## config.mk

```make
export PLATFORM = sky130hd
export DESIGN_NAME = ifmp_top
export DESIGN_NICKNAME = d
export VERILOG_FILES = /design/src/ifmp_pkg.sv /design/src/ifmp_top.sv /design/src/ifmp_edge_det.sv /design/src/ifmp_prio_sel.sv
export SDC_FILE = /design/constraint.sdc
export NUM_CORES = 1
export LEC_CHECK = 0
export ABC_AREA = 1
export ABC_CLOCK_PERIOD_IN_PS = 2520
export BUFFER_PORTS_ARGS = -buffer_cell sky130_fd_sc_hd__buf_2
export CORE_UTILIZATION = 45
export CTS_CLUSTER_DIAMETER = 50
export CTS_CLUSTER_SIZE = 8
export DETAILED_ROUTE_END_ITERATION = 8
export MAX_ROUTING_LAYER = met4
export PLACE_DENSITY = 0.82
export RECOVER_POWER = 100
export SLEW_MARGIN = 0
export SYNTH_ARGS = -nofsm -noshare
export SYNTH_HDL_FRONTEND = slang
export SYNTH_SLANG_ARGS = --single-unit
```

## constraint.sdc

```tcl
create_clock -name REF_CLK_I -period 2.52 [get_ports REF_CLK_I]
set_input_delay 0.378 -clock REF_CLK_I [delete_from_list [all_inputs] [get_ports REF_CLK_I]]
set_output_delay 0.378 -clock REF_CLK_I [all_outputs]
set_load 0.05 [all_outputs]
```

## src/ifmp_pkg.sv

```systemverilog
// Package: register map, field positions, reset values and types of the interrupt bank
package ifmp_pkg;

   // ***************************************************************
   // Register map (byte addresses on the APB)
   // ***************************************************************
   localparam int         ADDR_W          = 8;
   localparam int         DATA_W          = 32;
   localparam int         REG_W           = 8;
   localparam int         NUM_SRC         = 2;
   localparam logic [7:0] OFS_REQ_FLAGS   = 8'h00;
   localparam logic [7:0] OFS_MASK_FLAGS  = 8'h04;
   localparam logic [7:0] OFS_PRIO_LOW    = 8'h08;
   localparam logic [7:0] OFS_PRIO_HIGH   = 8'h0c;
   localparam logic [7:0] OFS_EDGE_CTRL   = 8'h10;
   localparam logic [7:0] OFS_EVT_STATUS  = 8'h14;
   localparam logic [7:0] OFS_EVT_ENABLE  = 8'h18;

   // ***************************************************************
   // Field positions
   // ***************************************************************
   localparam int         BIT_WDT         = 0;
   localparam int         BIT_PIN0        = 1;
   localparam int         BIT_RISE_EN     = 0;
   localparam int         BIT_FALL_EN     = 1;

   // ***************************************************************
   // Reset values
   // ***************************************************************
   localparam logic [7:0] RST_REQ_FLAGS   = 8'h00;
   localparam logic [7:0] RST_MASK_FLAGS  = 8'hff;
   localparam logic [7:0] RST_PRIO        = 8'hff;
   localparam logic [1:0] RST_EDGE_CTRL   = 2'h0;
   localparam logic [1:0] RST_EVT         = 2'h0;
   localparam logic [1:0] LVL_LOWEST      = 2'h3;

   // ***************************************************************
   // Types
   // ***************************************************************
   typedef struct packed {
      logic       valid;
      logic [0:0] src;
      logic [1:0] lvl;
   } ifmp_pres_t;

   typedef enum logic [1:0] {
      ST_IDLE = 2'b01,
      ST_RESP = 2'b10
   } ifmp_apb_st_t;

endpackage

```

## src/ifmp_top.sv

```systemverilog
// Module: lower interrupt request, mask and priority bank with APB register access
`timescale 1ns/1ps
// How it works
// - Flag reads 1 while request pending, 0 otherwise; writing 0 clears it
// - Mask 0 lets a pending request be served; mask 1 blocks, flag kept
// - Two priority bits per source: 00 highest level 0, 11 lowest level 3
// - Flag register: watchdog interval at bit 0, external pin 0 at bit 1
// - Mask register mirrors flags: watchdog at bit 0, pin 0 at bit 1
// - Low and high priority banks use the same layout as the flags
// - Pin edge select: none, rising, falling or both from two enable bits
module ifmp_top (
   // Clock and reset
   input  wire logic                          REF_CLK_I,
   input  wire logic                          SRST_I,
   // APB slave
   input  wire logic                          PSEL_I,
   input  wire logic                          PENABLE_I,
   input  wire logic                          PWRITE_I,
   input  wire logic [ifmp_pkg::ADDR_W-1:0]   PADDR_I,
   input  wire logic [ifmp_pkg::DATA_W-1:0]   PWDATA_I,
   output logic      [ifmp_pkg::DATA_W-1:0]   PRDATA_O,
   output logic                               PREADY_O,
   output logic                               PSLVERR_O,
   // Interrupt sources
   input  wire logic                          WDT_INTERVAL_I,
   input  wire logic                          PIN0_I,
   // Processor core
   input  wire logic                          INTACK_I,
   output logic                               INTREQ_O,
   output logic      [0:0]                    INTSRC_O,
   output logic      [1:0]                    INTLVL_O,
   // Event interrupt
   output logic                               IRQ_O
);

   // ***************************************************************
   // Declarations
   // ***************************************************************
   ifmp_pkg::ifmp_apb_st_t             st_r;
   logic [ifmp_pkg::DATA_W-1:0]        prdata_r;
   logic                               pready_r;
   logic                               pslverr_r;
   logic [ifmp_pkg::REG_W-1:0]         flags_r;
   logic [ifmp_pkg::REG_W-1:0]         flags_nxt;
   logic [ifmp_pkg::REG_W-1:0]         mask_r;
   logic [ifmp_pkg::REG_W-1:0]         prlo_r;
   logic [ifmp_pkg::REG_W-1:0]         prhi_r;
   logic [1:0]                         edge_ctrl_r;
   logic [ifmp_pkg::NUM_SRC-1:0]       evt_st_r;
   logic [ifmp_pkg::NUM_SRC-1:0]       evt_st_nxt;
   logic [ifmp_pkg::NUM_SRC-1:0]       evt_en_r;
   logic [ifmp_pkg::NUM_SRC-1:0]       hw_set;
   logic                               irq_r;
   logic                               pin_edge;
   logic                               wr_fire;
   logic                               rd_take;
   logic [ifmp_pkg::DATA_W-1:0]        rd_val;
   logic                               rd_hit;
   ifmp_pkg::ifmp_pres_t               pres;

   // One decode used by the write enables and by the read mux
   function automatic logic reg_hit(input logic [ifmp_pkg::ADDR_W-1:0] a,
                                    input logic [ifmp_pkg::ADDR_W-1:0] ofs);
      return a == ofs;
   endfunction

   function automatic logic wr_to(input logic                         fire,
                                  input logic [ifmp_pkg::ADDR_W-1:0] a,
                                  input logic [ifmp_pkg::ADDR_W-1:0] ofs);
      return fire && reg_hit(a, ofs);
   endfunction

   // ***************************************************************
   // APB slave: one wait state, write lands at the ready edge
   // ***************************************************************
   assign rd_take = (st_r == ifmp_pkg::ST_IDLE) && PSEL_I && PENABLE_I;
   assign wr_fire = PSEL_I && PENABLE_I && PWRITE_I && pready_r && !pslverr_r;

   always_ff @(posedge REF_CLK_I) begin
      if (SRST_I) begin
         st_r      <= ifmp_pkg::ST_IDLE;
         pready_r  <= 1'b0;
         pslverr_r <= 1'b0;
         prdata_r  <= '0;
      end else begin
         case (st_r)
            ifmp_pkg::ST_IDLE: begin
               if (rd_take) begin
                  st_r      <= ifmp_pkg::ST_RESP;
                  pready_r  <= 1'b1;
                  pslverr_r <= !rd_hit;
                  prdata_r  <= PWRITE_I ? '0 : rd_val;
               end
            end
            ifmp_pkg::ST_RESP: begin
               st_r      <= ifmp_pkg::ST_IDLE;
               pready_r  <= 1'b0;
               pslverr_r <= 1'b0;
               prdata_r  <= '0;
            end
            default: begin
               st_r     <= ifmp_pkg::ST_IDLE;
               pready_r <= 1'b0;
            end
         endcase
      end
   end

   // Unmapped addresses read zero and answer with an error
   always_comb begin
      rd_val = '0;
      rd_hit = 1'b1;
      if (reg_hit(PADDR_I, ifmp_pkg::OFS_REQ_FLAGS)) begin
         rd_val[ifmp_pkg::REG_W-1:0] = flags_r;
      end else if (reg_hit(PADDR_I, ifmp_pkg::OFS_MASK_FLAGS)) begin
         rd_val[ifmp_pkg::REG_W-1:0] = mask_r;
      end else if (reg_hit(PADDR_I, ifmp_pkg::OFS_PRIO_LOW)) begin
         rd_val[ifmp_pkg::REG_W-1:0] = prlo_r;
      end else if (reg_hit(PADDR_I, ifmp_pkg::OFS_PRIO_HIGH)) begin
         rd_val[ifmp_pkg::REG_W-1:0] = prhi_r;
      end else if (reg_hit(PADDR_I, ifmp_pkg::OFS_EDGE_CTRL)) begin
         rd_val[1:0] = edge_ctrl_r;
      end else if (reg_hit(PADDR_I, ifmp_pkg::OFS_EVT_STATUS)) begin
         rd_val[ifmp_pkg::NUM_SRC-1:0] = evt_st_r;
      end else if (reg_hit(PADDR_I, ifmp_pkg::OFS_EVT_ENABLE)) begin
         rd_val[ifmp_pkg::NUM_SRC-1:0] = evt_en_r;
      end else begin
         rd_hit = 1'b0;
      end
   end

   // ***************************************************************
   // Source events
   // ***************************************************************
   ifmp_edge_det u_edge (
      .clk_i     (REF_CLK_I),
      .srst_i    (SRST_I),
      .pin_i     (PIN0_I),
      .rise_en_i (edge_ctrl_r[ifmp_pkg::BIT_RISE_EN]),
      .fall_en_i (edge_ctrl_r[ifmp_pkg::BIT_FALL_EN]),
      .edge_o    (pin_edge)
   );

   always_comb begin
      hw_set                     = '0;
      hw_set[ifmp_pkg::BIT_WDT]  = WDT_INTERVAL_I;
      hw_set[ifmp_pkg::BIT_PIN0] = pin_edge;
   end

   // ***************************************************************
   // Request flags: write, then acknowledge, then hardware set wins
   // ***************************************************************
   always_comb begin
      flags_nxt = flags_r;
      if (wr_to(wr_fire, PADDR_I, ifmp_pkg::OFS_REQ_FLAGS)) begin
         flags_nxt = PWDATA_I[ifmp_pkg::REG_W-1:0];
      end
      if (INTACK_I && INTREQ_O) begin
         flags_nxt[INTSRC_O] = 1'b0;
      end
      flags_nxt[ifmp_pkg::NUM_SRC-1:0] = flags_nxt[ifmp_pkg::NUM_SRC-1:0] | hw_set;
   end

   always_ff @(posedge REF_CLK_I) begin
      if (SRST_I) begin
         flags_r <= ifmp_pkg::RST_REQ_FLAGS;
      end else begin
         flags_r <= flags_nxt;
      end
   end

   // ***************************************************************
   // Mask, priority and edge control registers
   // ***************************************************************
   always_ff @(posedge REF_CLK_I) begin
      if (SRST_I) begin
         mask_r <= ifmp_pkg::RST_MASK_FLAGS;
      end else if (wr_to(wr_fire, PADDR_I, ifmp_pkg::OFS_MASK_FLAGS)) begin
         mask_r <= PWDATA_I[ifmp_pkg::REG_W-1:0];
      end
   end

   always_ff @(posedge REF_CLK_I) begin
      if (SRST_I) begin
         prlo_r <= ifmp_pkg::RST_PRIO;
         prhi_r <= ifmp_pkg::RST_PRIO;
      end else begin
         if (wr_to(wr_fire, PADDR_I, ifmp_pkg::OFS_PRIO_LOW)) begin
            prlo_r <= PWDATA_I[ifmp_pkg::REG_W-1:0];
         end
         if (wr_to(wr_fire, PADDR_I, ifmp_pkg::OFS_PRIO_HIGH)) begin
            prhi_r <= PWDATA_I[ifmp_pkg::REG_W-1:0];
         end
      end
   end

   always_ff @(posedge REF_CLK_I) begin
      if (SRST_I) begin
         edge_ctrl_r <= ifmp_pkg::RST_EDGE_CTRL;
      end else if (wr_to(wr_fire, PADDR_I, ifmp_pkg::OFS_EDGE_CTRL)) begin
         edge_ctrl_r <= PWDATA_I[1:0];
      end
   end

   // ***************************************************************
   // Priority selection toward the core
   // ***************************************************************
   ifmp_prio_sel u_prio (
      .clk_i   (REF_CLK_I),
      .srst_i  (SRST_I),
      .flags_i (flags_r[ifmp_pkg::NUM_SRC-1:0]),
      .mask_i  (mask_r[ifmp_pkg::NUM_SRC-1:0]),
      .prlo_i  (prlo_r[ifmp_pkg::NUM_SRC-1:0]),
      .prhi_i  (prhi_r[ifmp_pkg::NUM_SRC-1:0]),
      .pres_o  (pres)
   );

   // ***************************************************************
   // Event status, enable and level interrupt
   // ***************************************************************
   // An event in the clearing cycle survives: set is applied last
   always_comb begin
      evt_st_nxt = evt_st_r;
      if (wr_to(wr_fire, PADDR_I, ifmp_pkg::OFS_EVT_STATUS)) begin
         evt_st_nxt = evt_st_r & ~PWDATA_I[ifmp_pkg::NUM_SRC-1:0];
      end
      evt_st_nxt = evt_st_nxt | hw_set;
   end

   always_ff @(posedge REF_CLK_I) begin
      if (SRST_I) begin
         evt_st_r <= ifmp_pkg::RST_EVT;
         evt_en_r <= ifmp_pkg::RST_EVT;
         irq_r    <= 1'b0;
      end else begin
         evt_st_r <= evt_st_nxt;
         if (wr_to(wr_fire, PADDR_I, ifmp_pkg::OFS_EVT_ENABLE)) begin
            evt_en_r <= PWDATA_I[ifmp_pkg::NUM_SRC-1:0];
         end
         irq_r <= |(evt_st_r & evt_en_r);
      end
   end

   // ***************************************************************
   // Outputs
   // ***************************************************************
   assign PRDATA_O  = prdata_r;
   assign PREADY_O  = pready_r;
   assign PSLVERR_O = pslverr_r;
   assign INTREQ_O  = pres.valid;
   assign INTSRC_O  = pres.src;
   assign INTLVL_O  = pres.lvl;
   assign IRQ_O     = irq_r;
endmodule

```

## src/ifmp_edge_det.sv

```systemverilog
// Module: pin synchroniser and selectable edge detector for the external pin interrupt
`timescale 1ns/1ps
module ifmp_edge_det (
   // Clock and reset
   input  wire logic clk_i,
   input  wire logic srst_i,
   // Pin and edge selection
   input  wire logic pin_i,
   input  wire logic rise_en_i,
   input  wire logic fall_en_i,
   // Detected edge
   output logic      edge_o
);

   logic sync1_r;
   logic sync2_r;
   logic prev_r;
   logic edge_r;

   // ***************************************************************
   // Synchroniser, first stage read only by the second
   // ***************************************************************
   always_ff @(posedge clk_i) begin
      if (srst_i) begin
         sync1_r <= 1'b0;
         sync2_r <= 1'b0;
         prev_r  <= 1'b0;
      end else begin
         sync1_r <= pin_i;
         sync2_r <= sync1_r;
         prev_r  <= sync2_r;
      end
   end

   // ***************************************************************
   // Edge selection: none, rising, falling or both
   // ***************************************************************
   always_ff @(posedge clk_i) begin
      if (srst_i) begin
         edge_r <= 1'b0;
      end else begin
         edge_r <= (rise_en_i & sync2_r & ~prev_r) | (fall_en_i & ~sync2_r & prev_r);
      end
   end

   assign edge_o = edge_r;
endmodule

```

## src/ifmp_prio_sel.sv

```systemverilog
// Module: priority selection among flagged and unmasked requests
`timescale 1ns/1ps
module ifmp_prio_sel (
   // Clock and reset
   input  wire logic                             clk_i,
   input  wire logic                             srst_i,
   // Request state
   input  wire logic [ifmp_pkg::NUM_SRC-1:0]     flags_i,
   input  wire logic [ifmp_pkg::NUM_SRC-1:0]     mask_i,
   input  wire logic [ifmp_pkg::NUM_SRC-1:0]     prlo_i,
   input  wire logic [ifmp_pkg::NUM_SRC-1:0]     prhi_i,
   // Presented request
   output ifmp_pkg::ifmp_pres_t                  pres_o
);

   ifmp_pkg::ifmp_pres_t pres_r;
   ifmp_pkg::ifmp_pres_t pick;

   // Lower source index wins a tie, so the watchdog goes before the pin
   function automatic ifmp_pkg::ifmp_pres_t pick_best(
      input logic [ifmp_pkg::NUM_SRC-1:0] fl,
      input logic [ifmp_pkg::NUM_SRC-1:0] mk,
      input logic [ifmp_pkg::NUM_SRC-1:0] lo,
      input logic [ifmp_pkg::NUM_SRC-1:0] hi);
      ifmp_pkg::ifmp_pres_t best;
      logic [1:0]           lvl;
      best       = '0;
      best.lvl   = ifmp_pkg::LVL_LOWEST;
      for (int i = 0; i < ifmp_pkg::NUM_SRC; i++) begin
         lvl = {hi[i], lo[i]};
         if (fl[i] && !mk[i] && (!best.valid || lvl < best.lvl)) begin
            best.valid = 1'b1;
            best.src   = i[0:0];
            best.lvl   = lvl;
         end
      end
      return best;
   endfunction

   always_comb begin
      pick = pick_best(flags_i, mask_i, prlo_i, prhi_i);
   end

   always_ff @(posedge clk_i) begin
      if (srst_i) begin
         pres_r <= '0;
      end else begin
         pres_r <= pick;
      end
   end

   assign pres_o = pres_r;

endmodule

```

==> After elaboration in Yosys (flattened, before gate mapping) <==
Cells that the tools add are included.
{ "classes": {"n_lt_le_gt_ge": 3, "eq_ne": 9, "n_mux": 27, "bitwise": 15, "n_reduce_logical": 29} }
{ "op_table": {"columns": ["op", "n"], "rows": [
  ["32-bit one-hot mux with 2 select lines", 1],
  ["8-bit two-way mux", 6],
  ["32-bit two-way mux", 1],
  ["8-bit by 5-bit equality test with 1-bit output, second input constant", 3],
  ["1-bit logical AND", 18],
  ["8-bit by 4-bit equality test with 1-bit output, second input constant", 2],
  ["2-bit two-way mux", 5],
  ["1-bit two-way mux", 9],
  ["8-bit bitwise AND", 1],
  ["8-bit by 3-bit equality test with 1-bit output, second input constant", 1],
  ["8-bit logical NOT", 1],
  ["4-bit two-way mux", 2],
  ["2-bit NOT with 8-bit output", 1],
  ["6-bit two-way mux", 1],
  ["1-bit logical NOT", 5],
  ["1-bit bitwise AND", 4],
  ["2-bit bitwise AND", 2],
  ["1-bit by 4-bit less-than comparator with 1-bit output, second input constant", 1],
  ["2-bit OR", 2],
  ["2-bit OR reduction", 2],
  ["1-bit NOT", 3],
  ["2-bit by 1-bit equality test with 1-bit output, second input constant", 1],
  ["2-bit equality test, second input constant", 1],
  ["2-bit less-than comparator", 1],
  ["9 further kinds", 9]
]} }
{ "word_totals": {"ff_bits": 83, "out_inout_bits": 39} }

==> Logic depth before layout (Yosys ltp) <==
{ "depth": {"word_depth": 11, "mapped_depth": 12} }

==> Hierarchy <==
From an unflattened synthesis, not the netlist that was laid out.
{ "unflattened": {"hier_cells": 384, "hier_area_um2": 2768.9} }
{ "modules_own_cells": {"columns": ["module", "n_inst", "cells_each", "area_per_inst_um2", "seq_area_each_um2"], "rows": [
  ["ifmp_top", 1, 336, 2427.3, 1001.0],
  ["ifmp_prio_sel", 1, 34, 216.5, 80.1],
  ["ifmp_edge_det", 1, 14, 125.1, 80.1]
]} }

==> Worst setup path after synthesis <==
No wires, ideal clock.
{ "synth_timing": {"path_kind": "register to register", "startpoint": "register st_r[1] (netlist name)", "endpoint": "register mask_r[7] (netlist name)", "setup_ps": 138, "arrival_ps": 1735, "required_ps": 2382, "slack_ps": 647, "path_stages_with_launch": 8, "path_cell_list": "dfxtp_1 > inv_1 > nor4_4 > inv_2 > nor2_4 > inv_2 > nand2_1 > o211ai_1"} }
{ "synth_lines": {"columns": ["element", "line", "text"], "rows": [
  ["end signal, assigned", "ifmp_top.sv:177", "mask_r <= ifmp_pkg::RST_MASK_FLAGS;"],
  ["end signal, assigned", "ifmp_top.sv:179", "mask_r <= PWDATA_I[ifmp_pkg::REG_W-1:0];"],
  ["end, declared", "ifmp_top.sv:45", "logic [ifmp_pkg::REG_W-1:0] mask_r;"]
]} }

==> flow_summary.json <==
{
  "cpMostUsedCell": "inv_1",
  "first_global_vias": 2180,
  "die_w_um": 79.46,
  "final.setup.tns_ps": 0,
  "most-common-layout-cells": "nand2_1, dfxtp_1, inv_1",
  "whs_ps": 251.1,
  "setup_viol": 0,
  "place_ws_ps": 484.3,
  "grt_pass1_wl_um": 9963,
  "area_growth_pct": 13.39,
  "cts_made_buffers": 9,
  "start_util_pct": 47.86,
  "die_area_um2": 6314,
  "io_pins": 87,
  "grt_setup_unrepaired": "no",
  "drt_iter0_drc": 289,
  "worst_path_max_delay_cell": "nor4_4",
  "clk_latency_ps": 340,
  "syn_inst": 367,
  "syn_avg_cell_area_um2": 7.357,
  "ant_nets": 0,
  "post-cts-setup-buffers": 0,
  "p_leak_nw": 1.364,
  "yosysSeqAreaShare_pct": 43.00,
  "vias_per_cell": 5.222,
  "synthArstFlopShare_pct": 0,
  "drive_above_1_share_pct": 11.19,
  "htreeDepth": 3,
  "tritoncts": "built",
  "dr.pass1.iters": 5,
  "max_stage_delay_ps": 600,
  "fmax_ghz": 0.4685,
  "antenna_cells": 0,
  "cellPowerDensity_nw_per_um2": 701.3,
  "vias": 2522,
  "clockBufferDepth": 2,
  "slew_viol_final": 0,
  "layout_commonest_cell": "nand2_1",
  "reg2reg_depth": 7,
  "path_buf_inv": 3,
  "fin_nets": 456,
  "cts_resized": 0,
  "finalWorstSetupSlack_ps": 385.3,
  "synth-edff-count": 0,
  "finClkSkew_ps": 8.211,
  "fin_crit_sh_pct": 84.71,
  "tightest_slew_ps": 889.1,
  "startpoint_type": "flop",
  "grt_start_max_net_pins": 38,
  "synth_flop_cell": "dfxtp_1",
  "fin_area_um2": 3062,
  "period_minus_slack_ps": 2135,
  "slew_headroom_pct": 40.73,
  "cts_root_buf": "clkbuf_8",
  "ys_ff_latch": 58,
  "hold_viol": 0,
  "cp.depth": 7,
  "place.gp.congestion": 0.8502,
  "dpl_cell_area_um2": 2856,
  "crit_family": "simple AND/OR/NAND/NOR gates",
  "antenna_found_initial": 0,
  "synth_warnings": 0,
  "dpl.hpwl_um": 4437,
  "fin_util_pct": 54.27,
  "vdd_drop_max_v": 0.0003153,
  "path_class": "reg -> reg",
  "path_max_fanout": 9,
  "rows": 27,
  "port_buffers": 38,
  "core_area_um2": 5642,
  "wl_um": 6113,
  "status": "complete, no violations",
  "clkSinkCount": 58,
  "grt_usage_pct": 21.19,
  "critPathArrivalTime_ps": 2310,
  "clk_pin_slew_ps": 70,
  "ctsHoldBuffers": 0,
  "die_y_um": 79.46,
  "wire_per_inst_um": 12.66,
  "drt_drc_violations_left": 0,
  "whs_path_depth": 3,
  "hp-class": "in -> reg",
  "cp.required_ps": 2700,
  "cp_cell_sequence": "inv_1 > nor4_4 > inv_1 > nor2_4 > inv_1 > nand2_1 > o211ai_1",
  "cp-end-kind": "flop",
  "syn_area_um2": 2700,
  "synth_cell_types": 29,
  "drv_cap": 0,
  "overflow": 0
}
## logic make-up after synthesis
family                     after synthesis  synth area share [%]
and+or+nand+nor                        163                 27.15
AOI/OAI and AO/OA                       70                 15.20
DFF                                     58                 43.00
buffers and inverters                   74                 14.04
adders and majority gates                1                0.4633
other                                    1                0.1389
## routing by layer
| metal | track usage (%) | wire (um) | up-vias |
|---|---|---|---|
| li1 | - | - | 1237 |
| met1 | 26.13 | 2712 | 1141 |
| met2 | 32.31 | 2825 | 129 |
| met3 | 4.229 | 415 | 15 |
| met4 | 11.82 | 160 | 0 |
| met5 | - | 0 | - |
## final timing paths
path | startpoint | endpoint | slack (ps)
setup reg to reg | st_r[1] | mask_r[7] | 390
setup / recovery | st_r[1] | mask_r[7] | 390
hold / removal | PIN0_I | u_edge.sync1_r | 250
hold reg to reg | u_edge.sync1_r | u_edge.sync2_r | 430
## sequential cells by signal, summed over array words and instances, names as in the netlist
register / count
u_edge.prev_r: 1
IRQ_O: 1
u_edge.edge_o: 1
u_edge.sync1_r: 1
st_r: 2
prhi_r: 8
flags_r: 8
evt_st_r: 2
prlo_r: 8
u_edge.sync2_r: 1
PRDATA_O: 8
u_prio.pres_o: 4
mask_r: 8
evt_en_r: 2
edge_ctrl_r: 2
PSLVERR_O: 1
## tightest hold or removal path: stages
cell    delay [ps]
buf_2           70
inv_1           30
nor2_1          70
## area by class of cell
class	count	area [um2]
Fill cell	554	2580
Clock inverter	5	102.6
Sequential cell	58	1161
Multi-Input combinational cell	258	1239
Timing Repair Buffer	41	185.2
Inverter	39	146.4
Clock buffer	10	137.6
Tap cell	72	90.09
## per-stage QoR
stage,cells,power [mW]
after detailed placement,468,1.133
final,483,2.147
after CTS,483,2.162
after global routing,483,2.222
after global placement,468,1.130
after floorplan,390,1.117
## cells in the mapped netlist, types with 2 or more instances
cell      count  area [um2]
inv_2         2       7.510
nand3_1      34       170.2
nor2_1       30       112.6
nand2_2       2       12.51
o21ai_0      18       90.09
o211ai_1     18       135.1
nor2_4        4       45.04
dfxtp_1      58        1161
buf_4        26       195.2
inv_1        36       135.1
nand2_1      81       304.0
clkbuf_1      5       18.77
nor2_2        2       12.51
nand4_1       7       43.79
buf_2         3       15.01
a21oi_1      28       140.1
## power breakdown
part | leakage, nW | switching [mW] | internal, mW
Sequential | 0.470 | 0.00440 | 0.925
Combinational | 0.775 | 0.153 | 0.0285
Clock | 0.118 | 0.360 | 0.676
Note: power is estimated with default switching activity, not from simulation.
